`src/shared/conv_src_pkg.sv`:
```
// shared constants and types for the conversion source and frame timer block
package conv_src_pkg;

  localparam logic [11:0] source_select_addr   = 12'h344;
  localparam logic [11:0] frame_timer_addr     = 12'h348;
  localparam logic [11:0] irq_status_addr      = 12'h34C;
  localparam logic [11:0] irq_mask_addr        = 12'h350;

  localparam int unsigned first_src_lsb        = 0;
  localparam int unsigned second_src_lsb       = 2;
  localparam int unsigned trig_src_lsb         = 4;
  localparam int unsigned timer_enable_pos     = 31;
  localparam int unsigned timer_clock_pos      = 30;
  localparam int unsigned timer_flag_pos       = 29;
  localparam int unsigned value_width          = 28;

  localparam logic [1:0]  src_rear             = 2'h2;
  localparam logic [1:0]  src_front            = 2'h3;
  localparam logic [27:0] reload_reset         = 28'hFFFFFFF;
  localparam logic [27:0] count_one            = 28'h0000001;

  // decoded register word for the three source fields
  typedef struct packed {
    logic [1:0] trig;
    logic [1:0] clk2;
    logic [1:0] clk1;
  } source_sel_s;

  // one input set per selectable signal
  typedef struct packed {
    logic front;
    logic rear;
    logic gen;
  } sig_inputs_s;

  // routed conversion control signals
  typedef struct packed {
    logic frame_trigger;
    logic clk2;
    logic clk1;
  } conv_ctrl_s;

  typedef struct packed {
    logic trig_event;
    logic expiry;
  } irq_bits_s;

endpackage : conv_src_pkg

```
`src/hw/conv_src_timer.sv`:
```
// conversion signal source selection and frame timer with apb registers
`timescale 1ns/1ns
module conv_src_timer
(
  input  wire logic                      pclk,
  input  wire logic                      presetn,
  input  wire logic                      psel,
  input  wire logic                      penable,
  input  wire logic                      pwrite,
  input  wire logic [11:0]               paddr,
  input  wire logic [31:0]               pwdata,
  output logic      [31:0]               prdata,
  output logic                           pready,
  output logic                           pslverr,
  input  wire conv_src_pkg::sig_inputs_s trig_in,
  input  wire conv_src_pkg::sig_inputs_s clk1_in,
  input  wire conv_src_pkg::sig_inputs_s clk2_in,
  output conv_src_pkg::conv_ctrl_s       conv_ctrl,
  output logic                           frame_timer_event,
  output logic                           irq
);

  typedef struct packed {
    conv_src_pkg::source_sel_s src;
    logic                      enable;
    logic                      clk_sel;
    logic                      flag;
    logic [27:0]               reload;
    logic [27:0]               count;
    logic                      running;
    logic                      trig_d;
    logic                      tclk_d;
    conv_src_pkg::irq_bits_s   status;
    conv_src_pkg::irq_bits_s   mask;
    conv_src_pkg::conv_ctrl_s  ctrl;
    logic                      event_p;
    logic                      irq;
    logic [31:0]               rdata;
    logic                      ready;
    logic                      err;
  } state_s;

  state_s st_r;
  state_s st_nxt;

  // one source mux used for all three signals
  function automatic logic pick_source(input logic [1:0] sel,
                                       input conv_src_pkg::sig_inputs_s s);
    logic r;
    r = s.gen;
    if (sel == conv_src_pkg::src_rear)
      r = s.rear;
    else if (sel == conv_src_pkg::src_front)
      r = s.front;
    return r;
  endfunction : pick_source

  logic sel_trig;
  logic sel_clk1;
  logic sel_clk2;
  logic tclk;
  logic trig_rise;
  logic tclk_rise;
  logic access;
  logic wr;
  logic expire;
  logic known_addr;

  always_comb
  begin
    sel_trig = pick_source(st_r.src.trig, trig_in);
    sel_clk1 = pick_source(st_r.src.clk1, clk1_in);
    sel_clk2 = pick_source(st_r.src.clk2, clk2_in);
    tclk = st_r.clk_sel ? sel_clk2 : sel_clk1;
    // edges are detected in pclk; source signals must be slower than pclk/2
    trig_rise = sel_trig & ~st_r.trig_d;
    tclk_rise = tclk & ~st_r.tclk_d;
    access = psel & penable & ~st_r.ready;
    // writes commit at the completing edge, while pready stands high
    wr = psel & penable & pwrite & st_r.ready;
    known_addr = (paddr == conv_src_pkg::source_select_addr) ||
                 (paddr == conv_src_pkg::frame_timer_addr) ||
                 (paddr == conv_src_pkg::irq_status_addr) ||
                 (paddr == conv_src_pkg::irq_mask_addr);
    // expires on the clock rise seen while count equals reload, so reload plus one rises in all
    expire = st_r.enable & st_r.running & tclk_rise & ~trig_rise &
             (st_r.count == st_r.reload);
  end

  always_comb
  begin
    st_nxt = st_r;
    st_nxt.trig_d = sel_trig;
    st_nxt.tclk_d = tclk;
    // route selected signals to the sequencers
    st_nxt.ctrl.frame_trigger = sel_trig;
    st_nxt.ctrl.clk1 = sel_clk1;
    st_nxt.ctrl.clk2 = sel_clk2;
    st_nxt.event_p = 1'b0;

    if (wr && paddr == conv_src_pkg::source_select_addr)
      st_nxt.src = pwdata[conv_src_pkg::trig_src_lsb + 1:0];
    if (wr && paddr == conv_src_pkg::frame_timer_addr)
    begin
      st_nxt.enable = pwdata[conv_src_pkg::timer_enable_pos];
      st_nxt.clk_sel = pwdata[conv_src_pkg::timer_clock_pos];
      st_nxt.reload = pwdata[conv_src_pkg::value_width - 1:0];
    end
    if (wr && paddr == conv_src_pkg::irq_mask_addr)
      st_nxt.mask = pwdata[1:0];
    // write one to clear; a new event below wins
    if (wr && paddr == conv_src_pkg::irq_status_addr)
      st_nxt.status = st_r.status & ~pwdata[1:0];

    if (!st_r.enable)
      st_nxt.running = 1'b0;
    else if (trig_rise)
    begin
      st_nxt.running = 1'b1;
      st_nxt.count = '0;
    end
    else if (expire)
    begin
      st_nxt.running = 1'b0;
      st_nxt.count = '0;
    end
    else if (st_r.running && tclk_rise)
      st_nxt.count = st_r.count + conv_src_pkg::count_one;

    // any trigger clears the flag, even with the timer disabled
    if (trig_rise)
      st_nxt.flag = 1'b0;
    // expiry sets the flag and pulses the event
    if (expire)
    begin
      st_nxt.flag = 1'b1;
      st_nxt.event_p = 1'b1;
      st_nxt.status.expiry = 1'b1;
    end
    if (st_r.enable && trig_rise)
      st_nxt.status.trig_event = 1'b1;
    st_nxt.irq = |(st_nxt.status & st_nxt.mask);

    st_nxt.ready = access;
    st_nxt.err = access & ~known_addr;
    st_nxt.rdata = '0;
    if (access && !pwrite)
    begin
      unique case (paddr)
        conv_src_pkg::source_select_addr: st_nxt.rdata = {26'h0, st_r.src};
        conv_src_pkg::frame_timer_addr:
          st_nxt.rdata = {st_r.enable, st_r.clk_sel, st_r.flag, 1'b0,
                          st_r.reload};
        conv_src_pkg::irq_status_addr: st_nxt.rdata = {30'h0, st_r.status};
        conv_src_pkg::irq_mask_addr:   st_nxt.rdata = {30'h0, st_r.mask};
        default:                       st_nxt.rdata = '0;
      endcase
    end
  end

  always_ff @(posedge pclk or negedge presetn)
  begin
    if (!presetn)
    begin
      st_r <= '0;
      st_r.reload <= conv_src_pkg::reload_reset;
    end
    else
      st_r <= st_nxt;
  end

  assign prdata = st_r.rdata;
  assign pready = st_r.ready;
  assign pslverr = st_r.err;
  assign conv_ctrl = st_r.ctrl;
  assign frame_timer_event = st_r.event_p;
  assign irq = st_r.irq;

  chk_flag_on_expiry: assert property (
    @(posedge pclk) disable iff (!presetn)
    expire |=> st_r.flag && frame_timer_event)
    else $error("flag not set on expiry");

  chk_flag_trig_clear: assert property (
    @(posedge pclk) disable iff (!presetn)
    trig_rise |=> !st_r.flag)
    else $error("flag not cleared by trigger");

  chk_restart_count: assert property (
    @(posedge pclk) disable iff (!presetn)
    st_r.enable && trig_rise |=> st_r.running && st_r.count == '0)
    else $error("trigger did not restart timer");

  chk_disabled_idle: assert property (
    @(posedge pclk) disable iff (!presetn)
    !st_r.enable |=> !st_r.running && !frame_timer_event)
    else $error("disabled timer active");

  chk_stop_after: assert property (
    @(posedge pclk) disable iff (!presetn)
    expire |=> !st_r.running)
    else $error("timer kept running after expiry");

  chk_route_trig: assert property (
    @(posedge pclk) disable iff (!presetn)
    conv_ctrl.frame_trigger == $past(sel_trig))
    else $error("trigger not routed");

  chk_src_rear: assert property (
    @(posedge pclk) disable iff (!presetn)
    st_r.src.trig == conv_src_pkg::src_rear |-> sel_trig == trig_in.rear)
    else $error("rear trigger not selected");

  chk_clk_choice: assert property (
    @(posedge pclk) disable iff (!presetn)
    st_r.enable && st_r.running && !st_r.clk_sel && $stable(st_r.clk_sel) &&
    $rose(sel_clk1) && !trig_rise && st_r.count != st_r.reload
    |=> st_r.count == $past(st_r.count) + conv_src_pkg::count_one)
    else $error("clock 1 edge not counted");

  chk_count_clk2: assert property (
    @(posedge pclk) disable iff (!presetn)
    st_r.enable && st_r.running && st_r.clk_sel && $stable(st_r.clk_sel) &&
    $rose(sel_clk2) && !trig_rise && st_r.count != st_r.reload
    |=> st_r.count == $past(st_r.count) + conv_src_pkg::count_one)
    else $error("clock 2 edge not counted");

  chk_expire_value: assert property (
    @(posedge pclk) disable iff (!presetn)
    st_r.enable && st_r.running && tclk_rise && !trig_rise &&
    st_r.count == st_r.reload |=> frame_timer_event && !st_r.running)
    else $error("timer did not expire at reload value");

  chk_no_early_expiry: assert property (
    @(posedge pclk) disable iff (!presetn)
    frame_timer_event |-> $past(st_r.count) == $past(st_r.reload))
    else $error("timer expired before reload value");

  chk_clk2_front: assert property (
    @(posedge pclk) disable iff (!presetn)
    st_r.src.clk2 == conv_src_pkg::src_front |-> sel_clk2 == clk2_in.front)
    else $error("front clock 2 not selected");

  chk_clk1_gen: assert property (
    @(posedge pclk) disable iff (!presetn)
    !st_r.src.clk1[1] |-> sel_clk1 == clk1_in.gen)
    else $error("generator clock 1 not selected");

  chk_src_front: assert property (
    @(posedge pclk) disable iff (!presetn)
    st_r.src.trig == conv_src_pkg::src_front |-> sel_trig == trig_in.front)
    else $error("front trigger not selected");

  chk_src_gen: assert property (
    @(posedge pclk) disable iff (!presetn)
    !st_r.src.trig[1] |-> sel_trig == trig_in.gen)
    else $error("generator trigger not selected");

  chk_clk2_rear: assert property (
    @(posedge pclk) disable iff (!presetn)
    st_r.src.clk2 == conv_src_pkg::src_rear |-> sel_clk2 == clk2_in.rear)
    else $error("rear clock 2 not selected");

  chk_clk2_gen: assert property (
    @(posedge pclk) disable iff (!presetn)
    !st_r.src.clk2[1] |-> sel_clk2 == clk2_in.gen)
    else $error("generator clock 2 not selected");

  chk_clk1_rear: assert property (
    @(posedge pclk) disable iff (!presetn)
    st_r.src.clk1 == conv_src_pkg::src_rear |-> sel_clk1 == clk1_in.rear)
    else $error("rear clock 1 not selected");

  chk_clk1_front: assert property (
    @(posedge pclk) disable iff (!presetn)
    st_r.src.clk1 == conv_src_pkg::src_front |-> sel_clk1 == clk1_in.front)
    else $error("front clock 1 not selected");

  chk_route_clocks: assert property (
    @(posedge pclk) disable iff (!presetn)
    conv_ctrl.clk1 == $past(sel_clk1) && conv_ctrl.clk2 == $past(sel_clk2))
    else $error("conversion clocks not routed");

  chk_trig_status: assert property (
    @(posedge pclk) disable iff (!presetn)
    st_r.enable && trig_rise |=> st_r.status.trig_event)
    else $error("trigger event not recorded");

  chk_flag_readonly: assert property (
    @(posedge pclk) disable iff (!presetn)
    wr && paddr == conv_src_pkg::frame_timer_addr && !st_r.flag && !expire
    |=> !st_r.flag)
    else $error("flag set by a register write");

  chk_flag_holds: assert property (
    @(posedge pclk) disable iff (!presetn)
    st_r.flag && !trig_rise |=> st_r.flag)
    else $error("flag cleared without trigger");

  chk_event_pulse: assert property (
    @(posedge pclk) disable iff (!presetn)
    frame_timer_event |=> !frame_timer_event)
    else $error("frame timer event longer than one cycle");

  chk_irq_level: assert property (
    @(posedge pclk) disable iff (!presetn)
    irq == |(st_r.status & st_r.mask))
    else $error("irq does not follow unmasked status");

  chk_timer_hold: assert property (
    @(posedge pclk) disable iff (!presetn)
    !st_r.enable |=> $stable(st_r.count))
    else $error("disabled timer counted");

  chk_stopped_still: assert property (
    @(posedge pclk) disable iff (!presetn)
    !st_r.running && !trig_rise |=> $stable(st_r.count))
    else $error("stopped timer counted");

  // main scenarios: expiry on either clock, restart, front trigger, irq
  cov_expiry: cover property (@(posedge pclk) disable iff (!presetn) expire);

  cov_restart: cover property (@(posedge pclk) disable iff (!presetn)
    st_r.running && trig_rise);

  cov_irq: cover property (@(posedge pclk) disable iff (!presetn) irq);
  cov_clk2_expiry: cover property (@(posedge pclk) disable iff (!presetn)
    expire && st_r.clk_sel);
  cov_front_trig: cover property (@(posedge pclk) disable iff (!presetn)
    trig_rise && st_r.src.trig == conv_src_pkg::src_front);

endmodule : conv_src_timer

```
`config.mk`:
```
export PLATFORM = sky130hd
export DESIGN_NAME = conv_src_timer
export DESIGN_NICKNAME = d
export VERILOG_FILES = /design/src/shared/conv_src_pkg.sv /design/src/hw/conv_src_timer.sv
export SDC_FILE = /design/constraint.sdc
export NUM_CORES = 1
export LEC_CHECK = 0
export ABC_AREA = 1
export BUFFER_PORTS_ARGS = -buffer_cell sky130_fd_sc_hd__clkbuf_2
export CAP_MARGIN = 20
export CORE_MARGIN = 5
export CORE_UTILIZATION = 50
export CTS_CLUSTER_SIZE = 20
export DETAILED_ROUTE_END_ITERATION = 8
export PLACE_DENSITY = 0.72
export REMOVE_ABC_BUFFERS = 1
export SLEW_MARGIN = 10
export SYNTH_ARGS = -nofsm -noshare
export SYNTH_HDL_FRONTEND = slang
export SYNTH_SLANG_ARGS = --single-unit
```
`constraint.sdc`:
```
create_clock -name pclk -period 1.9 [get_ports pclk]
set_input_delay 0.475 -clock pclk [delete_from_list [all_inputs] [get_ports pclk]]
set_output_delay 0.475 -clock pclk [all_outputs]
set_load 0.1 [all_outputs]
```
==> run metrics <==
outcome complete, no violations; Synth Area per Inst 7.93 µm²; drt wl/cell 13.4 µm; Synth Flop Type dfrtp_1; fillcell total 1,123; Placed Instance Area 6630 µm²; clock power share 41.8%; total power 4.42 mW; Gate power share 5.3%; WS Path Type flip-flop to flip-flop; fraction of registers with async set/reset 100%; Placer Congestion 0.933; Distinct cells, synth 36; Tot GR Track Use 19.5%; first-pass GRT wire length 22,800 µm; slowest CP cell dfstp_2; CTS Buf Count 9; final setup violating endpoints 0; largest net degree at the start of global routing 51; Sw Ratio 22.2%; design area 6950 µm²; Final Net Count 903; Max-slew headroom 63.5%; multi-input logic area 2580 µm²; setup TNS 0 ns; Final period util 91.1%; htree depth 3; Pleak 3.70 nW; post-synthesis adder-cell area fraction 0.206%; CTS tree done; DIE WIDTH 120 µm; RSZ-0062 raised after global routing no; #FFs+latches synth 109; Final Critical Period 1.73 ns; dominant cell type by area after synthesis dfrtp_1; xor and xnor fraction of the mapped netlist area 3.02%; Ant. Diodes 0; fraction of power consumed by sequential logic 52.8%; CP cell instances nand2_1 -> inv_1 -> nor2_1 -> nor2_1 -> nand2_1 -> nor2_2 -> nand2_2 -> nor2_2 -> nand2_2 -> buf_12 -> nand4_1 -> nand2_1; I/O Buffers 93; Yosys Warn Count 0; Post-Synth Simple-Gate Area 30.3%; internal power 3.43 mW; PD cells 635 nW/µm²; endpoint type of the worst setup path flip-flop; post-synthesis mux area share 6.79%; DRC Markers 0; number of global-route vias before repair 4,876; Die Y 120 µm; Slew Viols, Final 0; ANT nets after route 0; fraction of layout cells with a size suffix above 1 25.2%; Seq/Total Area, Yosys 45.4%; Max FO, Critical Path 28; io pins 97; worst endpoint required time 2.14 ns; Post-Syn Instances 767; Yosys top cell area share 33.3%; f_max 0.578 GHz; Synth Area in Compound Gates 1.75%; Post-Synthesis Cell Area 6080 µm²; most used cell, CP nand2_1; Cell Count, Final, Fillers Out 996; post-DP HPWL 10,000 µm; Placed Cells 980; synth top area cells dfrtp_1 (33%), nand2_1 (16%), dfstp_2 (12%); initial antenna violation count 0; initial DRC count 187; Congestion Overflow GR 0; Worst Max-Slew Pin Slew 0.550 ns; clk sinks 109; drt first pass iters 5; Worst Setup Start Kind flip-flop; number of enable flip-flop cells after synthesis 0; most frequent cells in the layout nand2_1 (252), inv_1 (99), clkbuf_2 (92); Worst Skew 0.00783 ns; post-DR vias/cell 4.86; Clock Latency Late Sink 0.36 ns; Area growth, synth to finish 14.3%; vias 4,839; CTS Root Cell clkbuf_16; die area 14,500 µm²; most common cell after layout, fill and taps aside nand2_1; Starting Density 50.9%; Routed WL 13,400 µm; Max Cap Viol 0; Psw 0.981 mW; crit path DAT 1.97 ns; core footprint 12,000 µm²; hold_buf cts 0; maximum buffer depth of the clock tree 2; row count 40; Fin. Hold Viols 0; VDD IR max 581 µV; Register Area 2760 µm²; CTS clk-pin slew, worst paths 0.07 ns; crit-path max cell delay 0.57 ns; largest family of logic cells by synthesized area simple AND/OR/NAND/NOR gates; Hold Crit Class primary input to asynchronous set/reset pin
==> final timing paths <==
check                           cells after the start  slack (ns)                 start                     to
min in group pclk                                   2        0.35            pwdata[18]   st_r[92]$_DFFE_PN1P_
worst max register to register                     12        0.17  st_r[75]$_DFFE_PN1P_   st_r[61]$_DFFE_PN0P_
worst min-delay path                                1        0.01               presetn    prdata[6]$_DFF_PN0_
max in group asynchronous                           2        1.27               presetn  st_r[101]$_DFFE_PN1P_
worst min register to register                      1        0.48      pready$_DFF_PN0_       pready$_DFF_PN0_
worst max-delay path                               12        0.17  st_r[75]$_DFFE_PN1P_   st_r[61]$_DFFE_PN0P_
==> synth_stat cells, types with 2 or more instances <==
| cell type | instances |
|---|---|
| a21oi_1 | 5 |
| and2_1 | 2 |
| buf_1 | 2 |
| buf_2 | 11 |
| buf_4 | 35 |
| buf_6 | 3 |
| clkbuf_1 | 3 |
| dfrtp_1 | 81 |
| dfstp_2 | 28 |
| inv_1 | 99 |
| inv_2 | 3 |
| mux2_2 | 2 |
| mux2_4 | 26 |
| nand2_1 | 254 |
| nand3_1 | 35 |
| nand3_2 | 2 |
| nand4_1 | 30 |
| nor2_1 | 76 |
| nor3_1 | 20 |
| nor4_1 | 2 |
| o21ai_0 | 12 |
| or2_2 | 3 |
| xnor2_1 | 6 |
| xor2_1 | 15 |
==> logic make-up (layout without fill, tap and decap cells) <==
kind of cell | Yosys count | count (layout)
and+or+nand+nor | 430 | 430
adders and majority gates | 1 | 1
DFF | 109 | 109
AOI/OAI and AO/OA | 20 | 20
muxes | 28 | 28
xor gates and xnor gates | 21 | 21
other | 1 | 1
buffers and inverters | 157 | 239
==> flip-flops by register name, summed over array words and instances, names as in the netlist <==
| register | flops |
|---|---|
| frame_timer_event | 1 |
| prdata | 31 |
| conv_ctrl | 3 |
| pslverr | 1 |
| irq | 1 |
| st_r | 71 |
| pready | 1 |
==> cell type report <==
cell class	instances	area share, %
Sequential cell	109	39.8
Multi-Input combinational cell	501	37.1
Tap cell	147	2.65
Clock inverter	2	0.216
Inverter	103	5.62
Timing Repair Buffer	120	10.5
Clock buffer	14	4.09
==> worst max-delay path, delay by kind of cell, from the launching register on <==
family | cells | cell delay (ns)
buffers and inverters | 2 | 0.22
DFF | 1 | 0.57
and+or+nand+nor | 10 | 0.83
==> per-layer routing <==
metal / vias up / wire length (µm) / GRT usage [%]
met5: - / 0 / 0
met4: 0 / 142 / 5.81
met3: 8 / 700 / 4.07
met2: 99 / 6320 / 32.2
met1: 2238 / 6190 / 26.1
li1: 2494 / - / -
==> per-stage QoR <==
stage          utilization, %  worst slack, ns  hold slack, ns
2_1_floorplan               -           -0.462           0.179
3_3_place_gp             55.4           0.0116           0.394
3_5_place_dp             55.4         -0.00830           0.395
4_1_cts                  57.9           0.0870          0.0164
5_1_grt                  58.1          0.00422          0.0304
6_report                 58.1            0.169          0.0150
==> power groups by stage <==
| stage | Combinational [mW] | Sequential, mW | Clock (mW) |
|---|---|---|---|
| 2_1_floorplan | 0.0511 | 2.42 | 0 |
| 3_3_place_gp | 0.238 | 2.37 | 0 |
| 6_report | 0.235 | 2.33 | 1.85 |
| 4_1_cts | 0.241 | 2.33 | 1.89 |
| 5_1_grt | 0.262 | 2.33 | 1.97 |
| 3_5_place_dp | 0.241 | 2.37 | 0 |
==> repair_timing <==
item	in CTS	in global routing
setup endpoints to repair	0	31
gates resized for setup	0	10
hold endpoints to repair	0	0
buffers inserted	0	0
(Power assumes the default switching activity.)
